$ cat src/hdl/dcs_pkg.sv
// dcs_pkg: offsets, fields, reset values and types of the channel control
// assumes: included before the buffer, watermark and top modules
package dcs_pkg;

    // ----
    // register map
    // ----
    localparam logic [11:0] CTRL_STATUS_OFS  = 12'h400;
    localparam logic [31:0] CTRL_STATUS_RST  = 32'h00000000;

    // ----
    // field positions in the control and status word
    // ----
    localparam int BIT_LAUNCH      = 31;
    localparam int BIT_RST_REQ     = 30;
    localparam int BIT_RUNNING     = 23;
    localparam int BIT_RST_FLAG    = 22;
    localparam int BIT_FINISHED    = 21;
    localparam int BIT_PCI_ERR     = 20;
    localparam int BIT_LOCAL_ERR   = 19;
    localparam int BIT_CMD_SEL     = 18;
    localparam int POS_WATERMARK   = 12;
    localparam int POS_XFER_CODE   = 8;
    localparam int BIT_CODE_EN     = 7;
    localparam int BIT_CHAIN       = 6;
    localparam int BIT_ENGINE      = 5;
    localparam int BIT_DIR         = 4;
    localparam int BIT_PROTO       = 3;
    localparam int BIT_OWN_TERM    = 2;
    localparam int BIT_SLAVE_TERM  = 1;
    localparam int BIT_LOCAL_PORT_WIDTH      = 0;

    // ----
    // counts and encodings
    // ----
    localparam logic [21:0] MIN_COUNT_WORDS = 22'h000010; // least programmed count field
    localparam logic [21:0] WORD_STEP       = 22'h000001; // counter drops by one for each 32-bit word
    localparam logic [3:0]  PCI_CMD_MEM_RD  = 4'h6;
    localparam logic [3:0]  PCI_CMD_MEM_WR  = 4'h7;
    localparam logic [3:0]  PCI_CMD_RD_LINE = 4'hE;
    localparam logic [3:0]  PCI_CMD_WR_INV  = 4'hF;
    localparam int          BUF_WIDTH       = 32;

    // ----
    // types
    // ----
    typedef enum logic [1:0] {
        DCS_IDLE,
        DCS_RUN,
        DCS_FINISH
    } dcs_state_t;

    // writable control fields
    typedef struct packed {
        logic       cmd_sel;
        logic [3:0] fifo_watermark;
        logic [3:0] transfer_code_match;
        logic       transfer_code_decode_enable;
        logic       chain;
        logic       engine_dma;
        logic       dir_to_pci;
        logic       peripheral_protocol_select;
        logic       own_termination_speed;
        logic       slave_termination_speed;
        logic       local_port_width;
    } dcs_ctrl_t;

    // sticky event flags
    typedef struct packed {
        logic reset_occurred_flag;
        logic finished;
        logic pci_error_flag;
        logic local_bus_error_flag;
    } dcs_flags_t;

    // register access from either bus
    typedef struct packed {
        logic        wr;
        logic        rd;
        logic [11:0] addr;
        logic [31:0] wdata;
    } dcs_reg_req_t;

    // transfer-mode outputs steering the datapath
    typedef struct packed {
        logic [3:0] pci_cmd;
        logic       linked_list;
        logic       stand_alone;
        logic       dir_to_pci;
        logic       proto_second;
        logic       fast_own_term;
        logic       fast_slave_term;
        logic       port_16bit;
    } dcs_mode_t;

endpackage

$ cat src/hdl/dcs_buf2.sv
// dcs_buf2: two-entry valid/ready buffer in the channel data path
// assumes: one clock, synchronous active-low reset
`timescale 1ns/1ps
`default_nettype none

module dcs_buf2 #(
    parameter int WIDTH = 32
) (
    input  wire logic             sys_clk,
    input  wire logic             rst_n,
    input  wire logic             flush,
    input  wire logic             in_valid,
    output logic                  in_ready,
    input  wire logic [WIDTH-1:0] in_data,
    output logic                  out_valid,
    input  wire logic             out_ready,
    output logic [WIDTH-1:0]      out_data
);

    typedef struct packed {
        logic [1:0][WIDTH-1:0] mem;
        logic                  rd_ptr;
        logic                  wr_ptr;
        logic [1:0]            count;
    } dcs_buf_state_t;

    dcs_buf_state_t st_r;
    dcs_buf_state_t st_nxt;
    logic           push;
    logic           pop;

    // ----
    // handshake
    // ----
    assign in_ready  = (st_r.count != 2'd2);
    assign out_valid = (st_r.count != 2'd0);
    assign out_data  = st_r.mem[st_r.rd_ptr];
    assign push      = in_valid && in_ready;
    assign pop       = out_valid && out_ready;

    // next state of pointers and storage
    always_comb begin
        st_nxt = st_r;
        if (push) begin
            st_nxt.mem[st_r.wr_ptr] = in_data;
            st_nxt.wr_ptr = ~st_r.wr_ptr;
        end
        if (pop) begin
            st_nxt.rd_ptr = ~st_r.rd_ptr;
        end
        st_nxt.count = st_r.count + {1'b0, push} - {1'b0, pop};
        if (flush) begin
            st_nxt.rd_ptr = 1'b0;
            st_nxt.wr_ptr = 1'b0;
            st_nxt.count  = 2'd0;
        end
    end

    // state register
    always_ff @(posedge sys_clk) begin
        if (!rst_n) begin
            st_r <= '0;
        end else begin
            st_r <= st_nxt;
        end
    end

endmodule

`default_nettype wire

$ cat src/hdl/dcs_watermark.sv
// dcs_watermark: decides when queued inbound bytes warrant a pci bus request
// assumes: byte counts and settings are stable register values
`timescale 1ns/1ps
`default_nettype none

module dcs_watermark #(
    parameter int LEVEL_W = 9
) (
    input  wire logic [3:0]         fifo_watermark,
    input  wire logic [1:0]         cache_line_setting,
    input  wire logic [LEVEL_W-1:0] queued_bytes,
    output logic                    request_bus
);

    logic [LEVEL_W-1:0] threshold;

    // 16 x bytes, or the cache line size when the field is zero
    always_comb begin
        if (fifo_watermark != 4'h0) begin
            threshold = LEVEL_W'({fifo_watermark, 4'h0});
        end else begin
            threshold = LEVEL_W'({cache_line_setting, 4'h0}) + LEVEL_W'(16);
        end
        request_bus = (queued_bytes >= threshold);
    end

endmodule

`default_nettype wire

$ cat src/hdl/dcs_channel_ctrl.sv
// dcs_channel_ctrl: control and status word of the single dma channel
// assumes: register accesses from the pci side and the local side arrive as
// one-cycle strobes; transfer events come from the channel datapath

`timescale 1ns/1ps
`default_nettype none

// Contract
// - launch bit starts transfers, reads zero
// - reset request while running resets, flags
// - reset request ignored when channel idle
// - running bit shows transfer in progress
// - count expiry or done sets finished, idles
// - pci error sets flag, write one clears
// - local error sets flag, write one clears
// - command bit picks plain or line commands
// - transfer code field qualifies acknowledge
// - code enable gates decode, peripheral only
// - chaining bit picks direct or linked list
// - engine bit picks peripheral or stand-alone
// - direction bit picks pci-to-local or reverse
// - protocol bit picks handshake family
// - own termination speed, dual-address first family
// - slave termination speed, single-address first family
// - port width bit selects 32 or 16
// - four events offered for interrupt routing
// - count below sixteen bytes blocks start; here a count below 16 words blocks it
// - counter drops four bytes per pci word; here it drops by one per word
module dcs_channel_ctrl #(
    parameter int COUNT_W = 22,
    parameter int LEVEL_W = 9
) (
    input  wire logic                     sys_clk,
    input  wire logic                     rst_n,

    // registers
    input  wire dcs_pkg::dcs_reg_req_t    pci_req,
    input  wire dcs_pkg::dcs_reg_req_t    local_req,
    output logic [31:0]                   pci_rdata,
    output logic [31:0]                   local_rdata,

    // events
    input  wire logic [COUNT_W-1:0]       count_load,
    input  wire logic                     count_load_en,
    input  wire logic                     pci_word_done,
    input  wire logic                     peripheral_done,
    input  wire logic                     pci_error,
    input  wire logic                     local_bus_error,

    // handshake
    input  wire logic [3:0]               transfer_code_in,
    input  wire logic                     peripheral_acknowledge,
    input  wire logic                     dual_address,
    input  wire logic [1:0]               cache_line_setting,
    input  wire logic [LEVEL_W-1:0]       queued_bytes,

    // buffer
    input  wire logic                     in_valid,
    output logic                          in_ready,
    input  wire logic [31:0]              in_data,
    output logic                          out_valid,
    input  wire logic                     out_ready,
    output logic [31:0]                   out_data,

    // status
    output logic                          transfer_running,
    output logic                          ack_qualified,
    output logic                          pci_bus_request,
    output logic                          fast_termination,
    output logic                          slave_fast_termination,
    output dcs_pkg::dcs_mode_t            mode,
    output dcs_pkg::dcs_flags_t           event_flags,
    output logic [COUNT_W-1:0]            remaining_byte_counter
);

    // ----
    // state
    // ----
    typedef struct packed {
        dcs_pkg::dcs_state_t  fsm;
        dcs_pkg::dcs_ctrl_t   ctrl;
        dcs_pkg::dcs_flags_t  flags;
        logic [COUNT_W-1:0]   count;

        logic [31:0]          pci_rdata;
        logic [31:0]          local_rdata;
        logic                 ack_q;
        logic                 req_q;
        logic                 fast_q;
        logic                 sfast_q;

        dcs_pkg::dcs_mode_t   mode;
    } dcs_top_state_t;

    dcs_top_state_t st_r;
    dcs_top_state_t st_nxt;

    logic           wm_request;
    logic           buf_in_ready;
    logic           buf_out_valid;
    logic [31:0]    buf_out_data;

    logic           flush;

    // ----
    // helpers
    // ----
    // decode a register write at the control word
    function automatic logic hits(input dcs_pkg::dcs_reg_req_t r);
        hits = r.wr && (r.addr == dcs_pkg::CTRL_STATUS_OFS);
    endfunction

    // assemble the readable word; launch and reset request read as zero
    function automatic logic [31:0] pack_word(input dcs_top_state_t s);
        logic [31:0] w;
        w = 32'h00000000;

        w[dcs_pkg::BIT_RUNNING]    = (s.fsm == dcs_pkg::DCS_RUN);
        w[dcs_pkg::BIT_RST_FLAG]   = s.flags.reset_occurred_flag;
        w[dcs_pkg::BIT_FINISHED]   = s.flags.finished;
        w[dcs_pkg::BIT_PCI_ERR]    = s.flags.pci_error_flag;
        w[dcs_pkg::BIT_LOCAL_ERR]  = s.flags.local_bus_error_flag;

        w[dcs_pkg::BIT_CMD_SEL]    = s.ctrl.cmd_sel;
        w[dcs_pkg::POS_WATERMARK +: 4] = s.ctrl.fifo_watermark;
        w[dcs_pkg::POS_XFER_CODE +: 4] = s.ctrl.transfer_code_match;
        w[dcs_pkg::BIT_CODE_EN]    = s.ctrl.transfer_code_decode_enable;
        w[dcs_pkg::BIT_CHAIN]      = s.ctrl.chain;
        w[dcs_pkg::BIT_ENGINE]     = s.ctrl.engine_dma;
        w[dcs_pkg::BIT_DIR]        = s.ctrl.dir_to_pci;
        w[dcs_pkg::BIT_PROTO]      = s.ctrl.peripheral_protocol_select;
        w[dcs_pkg::BIT_OWN_TERM]   = s.ctrl.own_termination_speed;
        w[dcs_pkg::BIT_SLAVE_TERM] = s.ctrl.slave_termination_speed;
        w[dcs_pkg::BIT_LOCAL_PORT_WIDTH]     = s.ctrl.local_port_width;

        pack_word = w;
    endfunction

    // unpack writable control fields
    function automatic dcs_pkg::dcs_ctrl_t unpack_ctrl(input logic [31:0] w);
        dcs_pkg::dcs_ctrl_t c;

        c.cmd_sel                     = w[dcs_pkg::BIT_CMD_SEL];
        c.fifo_watermark              = w[dcs_pkg::POS_WATERMARK +: 4];
        c.transfer_code_match         = w[dcs_pkg::POS_XFER_CODE +: 4];
        c.transfer_code_decode_enable = w[dcs_pkg::BIT_CODE_EN];
        c.chain                       = w[dcs_pkg::BIT_CHAIN];
        c.engine_dma                  = w[dcs_pkg::BIT_ENGINE];
        c.dir_to_pci                  = w[dcs_pkg::BIT_DIR];
        c.peripheral_protocol_select  = w[dcs_pkg::BIT_PROTO];
        c.own_termination_speed       = w[dcs_pkg::BIT_OWN_TERM];
        c.slave_termination_speed     = w[dcs_pkg::BIT_SLAVE_TERM];
        c.local_port_width            = w[dcs_pkg::BIT_LOCAL_PORT_WIDTH];

        unpack_ctrl = c;
    endfunction

    // write-one-to-clear mask from a write word
    function automatic dcs_pkg::dcs_flags_t w1c(input logic [31:0] w);
        dcs_pkg::dcs_flags_t f;

        f.reset_occurred_flag  = w[dcs_pkg::BIT_RST_FLAG];
        f.finished             = w[dcs_pkg::BIT_FINISHED];
        f.pci_error_flag       = w[dcs_pkg::BIT_PCI_ERR];
        f.local_bus_error_flag = w[dcs_pkg::BIT_LOCAL_ERR];

        w1c = f;
    endfunction

    // ----
    // sub-blocks
    // ----
    // watermark threshold on the inbound queue
    dcs_watermark #(
        .LEVEL_W (LEVEL_W)
    ) u_wm (
        .fifo_watermark     (st_r.ctrl.fifo_watermark),
        .cache_line_setting (cache_line_setting),
        .queued_bytes       (queued_bytes),
        .request_bus        (wm_request)
    );

    // data buffer; emptied when the channel is reset
    dcs_buf2 #(
        .WIDTH (dcs_pkg::BUF_WIDTH)
    ) u_buf (
        .sys_clk   (sys_clk),
        .rst_n     (rst_n),
        .flush     (flush),
        .in_valid  (in_valid),
        .in_ready  (buf_in_ready),
        .in_data   (in_data),
        .out_valid (buf_out_valid),
        .out_ready (out_ready),
        .out_data  (buf_out_data)
    );

    assign in_ready  = buf_in_ready;
    assign out_valid = buf_out_valid;
    assign out_data  = buf_out_data;

    // ----
    // next state
    // ----
    always_comb begin
        logic               running;
        logic               wr_any;
        logic [31:0]        wd;
        logic               launch;
        logic               rst_req;
        dcs_pkg::dcs_flags_t clr;
        dcs_pkg::dcs_flags_t set;
        logic               code_ok;

        st_nxt  = st_r;
        running = (st_r.fsm == dcs_pkg::DCS_RUN);
        flush   = 1'b0;

        // local side wins when both buses write the same cycle
        wr_any  = hits(pci_req) || hits(local_req);
        wd      = hits(local_req) ? local_req.wdata : pci_req.wdata;
        launch  = wr_any && wd[dcs_pkg::BIT_LAUNCH];
        rst_req = wr_any && wd[dcs_pkg::BIT_RST_REQ];
        clr     = wr_any ? w1c(wd) : '0;
        set     = '0;
        code_ok = !st_r.ctrl.transfer_code_decode_enable
                  || (transfer_code_in == st_r.ctrl.transfer_code_match);

        // control fields and count writes
        if (wr_any) begin
            st_nxt.ctrl = unpack_ctrl(wd);
        end

        if (count_load_en) begin
            st_nxt.count = count_load;
        end

        // channel sequencer
        case (st_r.fsm)
            dcs_pkg::DCS_IDLE: begin
                if (launch && (st_nxt.count >= dcs_pkg::MIN_COUNT_WORDS)) begin
                    st_nxt.fsm = dcs_pkg::DCS_RUN;
                end
            end

            dcs_pkg::DCS_RUN: begin
                if (rst_req) begin
                    st_nxt.fsm = dcs_pkg::DCS_IDLE;
                    set.reset_occurred_flag = 1'b1;
                    flush = 1'b1;
                end else begin
                    if (pci_word_done) begin
                        st_nxt.count = st_r.count - COUNT_W'(dcs_pkg::WORD_STEP);
                    end
                    if ((pci_word_done && st_r.count == COUNT_W'(dcs_pkg::WORD_STEP))
                        || (peripheral_done && !st_r.ctrl.engine_dma)) begin
                        st_nxt.fsm = dcs_pkg::DCS_FINISH;
                    end
                end

                set.pci_error_flag       = pci_error;
                set.local_bus_error_flag = local_bus_error;
            end

            dcs_pkg::DCS_FINISH: begin
                set.finished = 1'b1;
                st_nxt.fsm   = dcs_pkg::DCS_IDLE;
            end

            default: begin
                st_nxt.fsm = dcs_pkg::DCS_IDLE;
            end
        endcase

        // sticky flags: set wins over clear
        st_nxt.flags = (st_r.flags & ~clr) | set;

        // acknowledge qualification in peripheral mode
        st_nxt.ack_q = running && peripheral_acknowledge
                       && (st_r.ctrl.engine_dma || code_ok);

        // bus request only while running
        st_nxt.req_q = running && wm_request;

        // termination speeds, first family peripheral mode only
        st_nxt.fast_q = !st_r.ctrl.engine_dma && !st_r.ctrl.peripheral_protocol_select
                        && dual_address && st_r.ctrl.own_termination_speed;

        st_nxt.sfast_q = !st_r.ctrl.engine_dma && !st_r.ctrl.peripheral_protocol_select
                         && !dual_address && st_r.ctrl.slave_termination_speed;

        // mode outputs
        st_nxt.mode.pci_cmd = st_r.ctrl.dir_to_pci
            ? (st_r.ctrl.cmd_sel ? dcs_pkg::PCI_CMD_WR_INV : dcs_pkg::PCI_CMD_MEM_WR)
            : (st_r.ctrl.cmd_sel ? dcs_pkg::PCI_CMD_RD_LINE : dcs_pkg::PCI_CMD_MEM_RD);

        st_nxt.mode.linked_list     = st_r.ctrl.chain;
        st_nxt.mode.stand_alone     = st_r.ctrl.engine_dma;
        st_nxt.mode.dir_to_pci      = st_r.ctrl.dir_to_pci;
        st_nxt.mode.proto_second    = st_r.ctrl.peripheral_protocol_select;
        st_nxt.mode.fast_own_term   = st_r.ctrl.own_termination_speed;
        st_nxt.mode.fast_slave_term = st_r.ctrl.slave_termination_speed;
        st_nxt.mode.port_16bit      = st_r.ctrl.local_port_width;

        // read data returned next cycle on each bus
        st_nxt.pci_rdata = (pci_req.rd && pci_req.addr == dcs_pkg::CTRL_STATUS_OFS)
                           ? pack_word(st_r) : 32'h00000000;

        st_nxt.local_rdata = (local_req.rd && local_req.addr == dcs_pkg::CTRL_STATUS_OFS)
                             ? pack_word(st_r) : 32'h00000000;
    end

    // ----
    // state register
    // ----
    always_ff @(posedge sys_clk) begin
        if (!rst_n) begin
            st_r <= '0;
        end else begin
            st_r <= st_nxt;
        end
    end

    // ----
    // outputs
    // ----
    assign pci_rdata              = st_r.pci_rdata;
    assign local_rdata            = st_r.local_rdata;

    assign transfer_running       = (st_r.fsm == dcs_pkg::DCS_RUN);
    assign ack_qualified          = st_r.ack_q;

    assign pci_bus_request        = st_r.req_q;
    assign fast_termination       = st_r.fast_q;
    assign slave_fast_termination = st_r.sfast_q;

    assign mode                   = st_r.mode;
    assign event_flags            = st_r.flags;
    assign remaining_byte_counter = st_r.count;

endmodule

`default_nettype wire

$ cat config.mk
export PLATFORM = sky130hd
export DESIGN_NAME = dcs_channel_ctrl
export DESIGN_NICKNAME = d
export VERILOG_FILES = /design/src/hdl/dcs_pkg.sv /design/src/hdl/dcs_buf2.sv /design/src/hdl/dcs_watermark.sv /design/src/hdl/dcs_channel_ctrl.sv
export SDC_FILE = /design/constraint.sdc
export NUM_CORES = 1
export LEC_CHECK = 0
export BUFFER_PORTS_ARGS = -buffer_cell sky130_fd_sc_hd__buf_4
export CAP_MARGIN = 30
export CORE_UTILIZATION = 49
export DETAILED_ROUTE_END_ITERATION = 10
export MAX_ROUTING_LAYER = met4
export PLACE_DENSITY = 0.81
export SYNTH_ARGS = -nofsm -noshare
export SYNTH_HDL_FRONTEND = slang
export SYNTH_SLANG_ARGS = --single-unit
$ cat constraint.sdc
create_clock -name sys_clk -period 2.7 [get_ports sys_clk]
set_input_delay 0.54 -clock sys_clk [delete_from_list [all_inputs] [get_ports sys_clk]]
set_output_delay 0.54 -clock sys_clk [all_outputs]
set_load 0.01 [all_outputs]
==> impl_results.rst, run 1 <==
.. list-table::
   :header-rows: 1

   * - Metric
     - Value
   * - Result of the run
     - complete, no violations
   * - Vias in the first global route
     - 6321
   * - GRT Resource Usage Total
     - 0.265
   * - Area growth from synthesis to layout
     - 28.9%
   * - Crit Path Category
     - reg2out
   * - H-tree depth reported by CTS
     - 4
   * - Uppermost metal layer occupied by signal nets
     - met4
   * - Int Power
     - 4.82 mW
   * - GRT overflow
     - 0
   * - Slew margin rel.
     - 0.539
   * - Area of the core region
     - 15400 um2
   * - Synth Area in Simple Gates
     - 0.213
   * - Wire length on met1
     - 8.73 mm
   * - Synth top area share
     - 0.434
   * - Tcrit/Tclk final
     - 0.824
   * - Count of endpoints failing setup in the final report
     - 0
   * - Sequential share of power
     - 0.414
   * - Fill cell count
     - 1328
   * - Area of combinational cells with multiple inputs
     - 3480 um2
   * - Initial core utilization
     - 0.508
   * - Post-DR vias/cell
     - 5.24
   * - Synth area leader
     - sky130_fd_sc_hd__dfxtp_1
   * - Pre-CTS setup slack
     - 99.3 ps
   * - Maximum number of pins on one net before global-route repair
     - 101
   * - DR vias
     - 6914
   * - Combinational family with the most area after synthesis
     - simple AND/OR/NAND/NOR gates
   * - Wire length of the first global-routing pass
     - 32.8 mm
   * - Post-detailed-routing wire length
     - 21.4 mm
   * - Switching part of the total power
     - 0.271
   * - Setup clock skew after layout
     - 10.3 ps
   * - Cell row count
     - 45
   * - Placed instance count
     - 1287
   * - Synthesized-area fraction occupied by xor and xnor cells
     - 0.00894
   * - Residual DRC count
     - 0
   * - Post-route minimum period
     - 2220 ps
   * - LEAKAGE
     - 4.37 nW
   * - Most common cell after layout, fill and taps aside
     - sky130_fd_sc_hd__buf_4
   * - Slew at the pin closest to its max-slew limit
     - 692 ps
   * - Fraction of synthesized area in multiplexers
     - 0.0638
   * - Netlist area before placement
     - 7840 um2
   * - Leading cell types by total area after synthesis
     - sky130_fd_sc_hd__dfxtp_1 (43%), sky130_fd_sc_hd__buf_4 (9.9%), sky130_fd_sc_hd__nand2_1 (7.4%), sky130_fd_sc_hd__a21oi_1 (5.4%), sky130_fd_sc_hd__mux2_2 (4.6%)
   * - Power share of the combinational group
     - 0.187
   * - Total number of nets in the final design
     - 1276
   * - Clock Pin Slew Worst Setup and Hold Paths
     - 70 ps
   * - Data required time of the worst path
     - 2160 ps
   * - Antenna violations before repair
     - 0
   * - Post-CTS Hold Fix Bufs
     - 0
   * - Post-route standard cell area excluding fillers
     - 10100 um2
   * - Flip-flop and latch area
     - 3400 um2
   * - Unrepaired setup endpoints after global routing
     - no
   * - Buffers on Ports
     - 273
   * - Clock network power share
     - 0.399
   * - Violation count after the first detailed-routing iteration
     - 417
   * - Register bit count reported by yosys
     - 170
   * - Average detailed-routed wire length per instance
     - 16.2 um
   * - Critical path data arrival time
     - 1680 ps
   * - MaxCap Viol Count
     - 0
   * - Power consumption
     - 6.61 mW
   * - Maximum fanout along the worst path
     - 33
   * - Final std cells w/o fill
     - 1319
   * - Io pins
     - 312
   * - PnR worst setup slack
     - 476 ps
   * - Final Hold Fails
     - 0
   * - Setup fix buffers added after clock tree synthesis
     - 0
   * - Root buf cell
     - sky130_fd_sc_hd__clkbuf_16
   * - Number of clock sinks
     - 170
   * - Library cells used by synthesis
     - 60
   * - Number of pins exceeding their max-slew limit in the final report
     - 0
   * - Vertical die dimension
     - 128 um
   * - Most used cells in the layout excluding fill and tap cells
     - sky130_fd_sc_hd__buf_4 (293), sky130_fd_sc_hd__dfxtp_1 (170), sky130_fd_sc_hd__nand2_1 (155)
   * - Async S/R FF share, synth
     - 0
   * - CTS tree
     - done
   * - Met3 routed wirelength
     - 1.64 mm
   * - Area of the die
     - 16500 um2
   * - Number of resized instances in the post-cts repair step
     - 0
   * - Sequential-to-total area share from yosys stat
     - 0.434
   * - Number of antenna diodes
     - 0
   * - Met2 Wirelength
     - 10.5 mm
   * - Worst-case vdd ir drop
     - 0.389 mV
   * - Die X-Extent
     - 128 um
   * - Post-Synth Adder-Cell Area
     - 0.0144
   * - Synthesized-area fraction occupied by ao, oa, aoi and oai cells
     - 0.132
   * - First-pass DRT Iterations
     - 5
   * - Startpoint Class
     - flop
   * - Fraction of final layout cells with drive strength greater than 1
     - 0.338
   * - DP Wirelength
     - 15.3 mm
   * - Post-Synthesis Mean Instance Area
     - 8.60 um2
   * - Highest Clock Rate
     - 450 MHz
   * - CTS Buffer Depth
     - 2
   * - Power per standard cell area
     - 654 nW/um2
   * - Top_reg_cell synth
     - sky130_fd_sc_hd__dfxtp_1
   * - Placed instance area
     - 9470 um2
   * - GP Congestion
     - 0.897
   * - Later-pin clock latency in the skew report
     - 420 ps
   * - Number of cells produced by synthesis
     - 912
   * - Class of the worst hold path
     - in2reg
   * - R2r setup slk
     - 510 ps
   * - Crit path capture type
     - output pin
   * - Antenna Nets Post-Route
     - 0
   * - Summed negative setup slack over all endpoints
     - 0 ps
   * - Psw
     - 1.79 mW
   * - Post-synth EDFFs
     - 0
   * - Number of buffers added by the clock tree synthesis step
     - 17
   * - Count of warnings emitted by yosys
     - 0
==> critical path, stage by stage, from the launching register on <==
cell	delay (ps)
sky130_fd_sc_hd__dfxtp_1	300
sky130_fd_sc_hd__buf_4	390
sky130_fd_sc_hd__mux2_2	400
sky130_fd_sc_hd__buf_4	140
==> per-layer routing <==
layer	global-route usage	vias up
li1	-	3365
met3	0.0599	47
met1	0.312	3179
met4	0.0962	0
met2	0.441	323
met5	-	-
==> area by class of cell <==
type,count,area share
tap,211,0.0261
sequential,170,0.337
multi-input combinational,594,0.344
clock buffer,17,0.0421
clock inverter,15,0.0213
inverter,16,0.00607
timing repair buffer,296,0.224
==> cell families (layout without fill, tap and decap cells) <==
kind of cell	count (synthesis)	count (layout)
other	1	20
flip-flops	170	170
XOR/XNOR	8	8
AND/OR/NAND/NOR	342	342
buffers and inverters	167	344
adder cells (fa/ha/maj)	9	9
multiplexers	46	46
AO/OA/AOI/OAI	169	169
==> synth_stat cells (all sizes together) (16+ instances only) <==
| cell | n |
|---|---|
| nand3 | 16 |
| and2 | 53 |
| inv | 16 |
| a21oi | 84 |
| a211oi | 22 |
| nor2 | 52 |
| buf | 109 |
| nor4 | 17 |
| o21ai | 22 |
| clkbuf | 42 |
| dfxtp | 170 |
| nand2 | 156 |
| mux2 | 32 |
==> sequential cells by signal, indices dropped and copies added (netlist names) <==
register                flops
ack_qualified               1
local_rdata                22
remaining_byte_counter     22
mode                        9
event_flags                 4
slave_fast_termination      1
fast_termination            1
u_buf.st_r                 68
pci_bus_request             1
st_nxt                      7
st_r                       12
pci_rdata                  22
==> power groups by stage <==
stage | logic, mW | registers, mW | clock network [mW]
finish | 1.23 | 2.74 | 2.64
global route | 1.34 | 2.76 | 2.77
CTS | 1.24 | 2.74 | 2.67
detailed placement | 1.24 | 2.79 | 0
global placement | 1.22 | 2.78 | 0
floorplan | 0.749 | 2.77 | 0
==> path summary, 6_finish.rpt <==
kind | endpoint | cells past startpoint | from
max | out_data[22] | 3 | u_buf.st_r[3]
min | slave_fast_termination | 2 | dual_address
max reg2reg | remaining_byte_counter[20] | 9 | remaining_byte_counter[1]
min reg2reg | u_buf.st_r[55] | 2 | u_buf.st_r[55]
==> per-stage QoR <==
step                hold slack (ps)   util
CTS                             278  0.655
detailed placement              444  0.614
global placement                438  0.614
floorplan                       433      -
global route                    293  0.655
finish                          296  0.655
(Power assumes the default switching activity.)
==> run 2, diff against run 1 <==
Settings changed: ABC_AREA set to 1, CORE_UTILIZATION 49 to 45, PLACE_DENSITY 0.81 to 0.77.
Clock period 2.7 ns to 2 ns, I/O delays scaled along.
==> run 2 against run 1 <==
Compared with the run above: total power is 35% higher; clock power is 27% higher; hold slack lost 160 ps; utilization fell by 6.0 points; register-to-register slack worse by 300 ps; largest cell class is now sequential cells; via count increased by 8.4%; die area rose by 12%; count of clock-buffer cells in the layout is 2 higher; final cell count up 17%; synthesized area rose by 3.1%; sequential share of layout area decreased by 0.81 points.
==> impl_results.rst, run 2 <==
.. list-table::
   :header-rows: 1

   * - Metric
     - Value
   * - Result of the run
     - complete, no violations
   * - Top_reg_cell synth
     - sky130_fd_sc_hd__dfxtp_1
   * - Number of resized instances in the post-cts repair step
     - 0 (unchanged)
   * - GP Congestion
     - 0.960 (+7.0%)
   * - R2R depth
     - 7 (-2)
   * - Setup clock skew after layout
     - 12.3 ps (+1.93 ps)
   * - Highest Clock Rate
     - 557 MHz
   * - Post-synth EDFFs
     - 0 (unchanged)
   * - Initial core utilization
     - 0.464 (-0.0442)
   * - Number of cells produced by synthesis
     - 1122 (+23%)
   * - Most frequently used cell type in the post-synthesis netlist
     - sky130_fd_sc_hd__nand2_1
   * - Post-CTS Hold Fix Bufs
     - 0 (unchanged)
   * - Crit path capture type
     - output pin
   * - Area growth from synthesis to layout
     - 28.2%
   * - Post-Synthesis Mean Instance Area
     - 7.20 um2 (-16%)
   * - Critical path data arrival time
     - 1390 ps (-290 ps)
   * - Max reg flops
     - 68 (unchanged)
   * - R2r setup slk
     - 210 ps (-300 ps)
   * - Synth top area share
     - 0.421 (-0.0130)
   * - Most used cells in the layout excluding fill and tap cells
     - sky130_fd_sc_hd__buf_4 (301), sky130_fd_sc_hd__nand2_1 (203), sky130_fd_sc_hd__dfxtp_1 (169)
   * - Count of endpoints failing setup in the final report
     - 0 (unchanged)
   * - Slew at the pin closest to its max-slew limit
     - 568 ps (-124 ps)
   * - Top cell types by occurrence after synthesis
     - sky130_fd_sc_hd__nand2_1 (203), sky130_fd_sc_hd__dfxtp_1 (170), sky130_fd_sc_hd__nor2_1 (147)
   * - Netlist area before placement
     - 8080 um2 (+3.1%)
   * - MaxCap Viol Count
     - 0 (unchanged)
   * - Area of the core region
     - 17400 um2 (+13%)
   * - Post-detailed-routing wire length
     - 21.8 mm (+1.9%)
   * - Unrepaired setup endpoints after global routing
     - no
   * - Count of warnings emitted by yosys
     - 0 (unchanged)
   * - Antenna violations before repair
     - 0 (unchanged)
   * - Most common cell after layout, fill and taps aside
     - sky130_fd_sc_hd__buf_4
   * - Post-DR vias/cell
     - 4.85 (-7.4%)
   * - Fraction of final layout cells with drive strength greater than 1
     - 0.264 (-0.0746)
   * - Vias in the first global route
     - 6764 (+7.0%)
   * - CTS tree
     - done
   * - DR vias
     - 7496 (+8.4%)
   * - Crit Path Category
     - reg2out
   * - Residual DRC count
     - 0 (unchanged)
   * - H-tree depth reported by CTS
     - 4 (unchanged)
   * - Critical Path Start
     - u_buf.st_r[3]
   * - Placed instance count
     - 1512 (+17%)
   * - Power per standard cell area
     - 863 nW/um2 (+32%)
   * - Startpoint Class
     - flop
   * - Clock Pin Slew Worst Setup and Hold Paths
     - 70 ps (about the same)
   * - Later-pin clock latency in the skew report
     - 430 ps (about the same)
   * - Worst-case vdd ir drop
     - 0.598 mV (+54%)
   * - PnR worst setup slack
     - 206 ps (-269 ps)
   * - Area of the die
     - 18500 um2 (+12%)
   * - Slew margin rel.
     - 0.621 (+0.0827)
   * - Number of buffers added by the clock tree synthesis step
     - 17 (unchanged)
   * - Leading cell types by total area after synthesis
     - sky130_fd_sc_hd__dfxtp_1 (42%), sky130_fd_sc_hd__buf_4 (9.8%), sky130_fd_sc_hd__nand2_1 (9.4%), sky130_fd_sc_hd__nor2_1 (6.8%), sky130_fd_sc_hd__a21oi_1 (6.4%)
   * - LEAKAGE
     - 4.83 nW (+11%)
   * - Total number of nets in the final design
     - 1487 (+17%)
   * - Pre-CTS setup slack
     - -21.6 ps (-121 ps)
   * - Number of antenna diodes
     - 0 (unchanged)
   * - Antenna Nets Post-Route
     - 0 (unchanged)
   * - Setup fix buffers added after clock tree synthesis
     - 0 (unchanged)
   * - Synth area leader
     - sky130_fd_sc_hd__dfxtp_1
   * - Reg-to-reg critical path startpoint
     - st_r[120]
   * - GRT overflow
     - 0 (unchanged)
   * - Library cells used by synthesis
     - 37 (-38%)
   * - Crit Reg-Reg Endpoint
     - pci_bus_request
   * - Register bit count reported by yosys
     - 170 (unchanged)
   * - Largest register by flop count
     - u_buf.st_r
   * - First-pass DRT Iterations
     - 5 (unchanged)
   * - Wire length of the first global-routing pass
     - 33.3 mm (+1.4%)
   * - Final Hold Fails
     - 0 (unchanged)
   * - Average detailed-routed wire length per instance
     - 14.1 um (-13%)
   * - CTS Buffer Depth
     - 2 (unchanged)
   * - Maximum fanout along the worst path
     - 66 (+100%)
   * - Data required time of the worst path
     - 1600 ps (-560 ps)
   * - Tcrit/Tclk final
     - 0.897
   * - Root buf cell
     - sky130_fd_sc_hd__clkbuf_16
   * - Sequential-to-total area share from yosys stat
     - 0.421 (-0.0130)
   * - Io pins
     - 312 (unchanged)
   * - Maximum number of pins on one net before global-route repair
     - 67 (-34%)
   * - Die X-Extent
     - 136 um (+5.9%)
   * - Cell row count
     - 48 (+6.7%)
   * - Class of the worst hold path
     - in2reg
   * - Vertical die dimension
     - 136 um (+5.9%)
   * - Final std cells w/o fill
     - 1544 (+17%)
   * - Worst setup path endpoint
     - out_data[1]
   * - Buffers on Ports
     - 273 (unchanged)
   * - Post-route minimum period
     - 1790 ps
   * - Violation count after the first detailed-routing iteration
     - 444 (+6.5%)
   * - GRT Resource Usage Total
     - 0.238 (-0.0262)
   * - DP Wirelength
     - 15.9 mm (+3.5%)
   * - Async S/R FF share, synth
     - 0 (unchanged)
   * - Fin Hold WS
     - 141 ps (-156 ps)
   * - Number of clock sinks
     - 170 (unchanged)
   * - Number of pins exceeding their max-slew limit in the final report
     - 0 (unchanged)
[run 2: changes by cell type in the layout (fill, tap and decap cells not counted), sizes merged, moves of 43 or more]
cell   delta
o21ai    +68
inv      +90
nor2     +96
nand3    +43
and2     -53
nand2    +49
[run 2: cell families (layout without fill, tap and decap cells)]
family          count (synthesis)  in the layout  synth area share
compound gates                209            209             0.134
xor+xnor                       23             23            0.0249
fa+ha+maj                       9              9            0.0139
buf+inv                       267            445             0.176
flops                         170            170             0.421
mux                             1              1           0.00124
other cells                     1             20          0.000464
simple gates                  442            442             0.228
[run 2: worst max-delay path: stages (launching register included)]
cell                      delay [ps]
sky130_fd_sc_hd__dfxtp_2         330
sky130_fd_sc_hd__buf_12          180
sky130_fd_sc_hd__o21ai_0         280
sky130_fd_sc_hd__buf_4           180
[run 2: where the power goes]
group	leakage [nW]	switching [mW]	internal, mW
clock	0.297	1.45	1.91
sequential	1.38	0.103	3.62
combinational	3.15	1.05	0.808
total	4.83	2.60	6.34
[run 2: per-stage QoR]
stage | setup TNS, ps | instance area [um2] | utilization | total power, mW
finish | 0 | 10400 | 0.595 | 8.94
global route | 0 | 10400 | 0.595 | 9.35
CTS | 0 | 10400 | 0.595 | 8.99
detailed placement | -83.9 | 9760 | 0.560 | 5.65
global placement | -172 | 9760 | 0.560 | 5.60
floorplan | 0 | 8150 | - | 4.87
[run 2: area by class of cell]
type	instances	area, um2
Clock buffer	19	443
Clock inverter	13	159
Fill cell	1596	7060
Inverter	108	405
Multi-Input combinational cell	704	3330
Sequential cell	170	3400
Tap cell	225	282
Timing Repair Buffer	305	2340
[run 2: worst min path at each step]
stage	endpoint	startpoint	depth (start not counted)
after floorplan	mode[0]	st_nxt[0]	2
after global placement	u_buf.st_r[32]	u_buf.st_r[32]	2
after detailed placement	u_buf.st_r[11]	u_buf.st_r[11]	2
after CTS	slave_fast_termination	dual_address	2
after global routing	slave_fast_termination	dual_address	2
final	slave_fast_termination	dual_address	2
[run 2: layer usage]
layer	up-vias	track usage	part of all wire
met5	-	-	0
met4	0	0.0938	0.025
met3	39	0.0567	0.075
met2	287	0.402	0.49
met1	3367	0.271	0.41
li1	3803	-	-
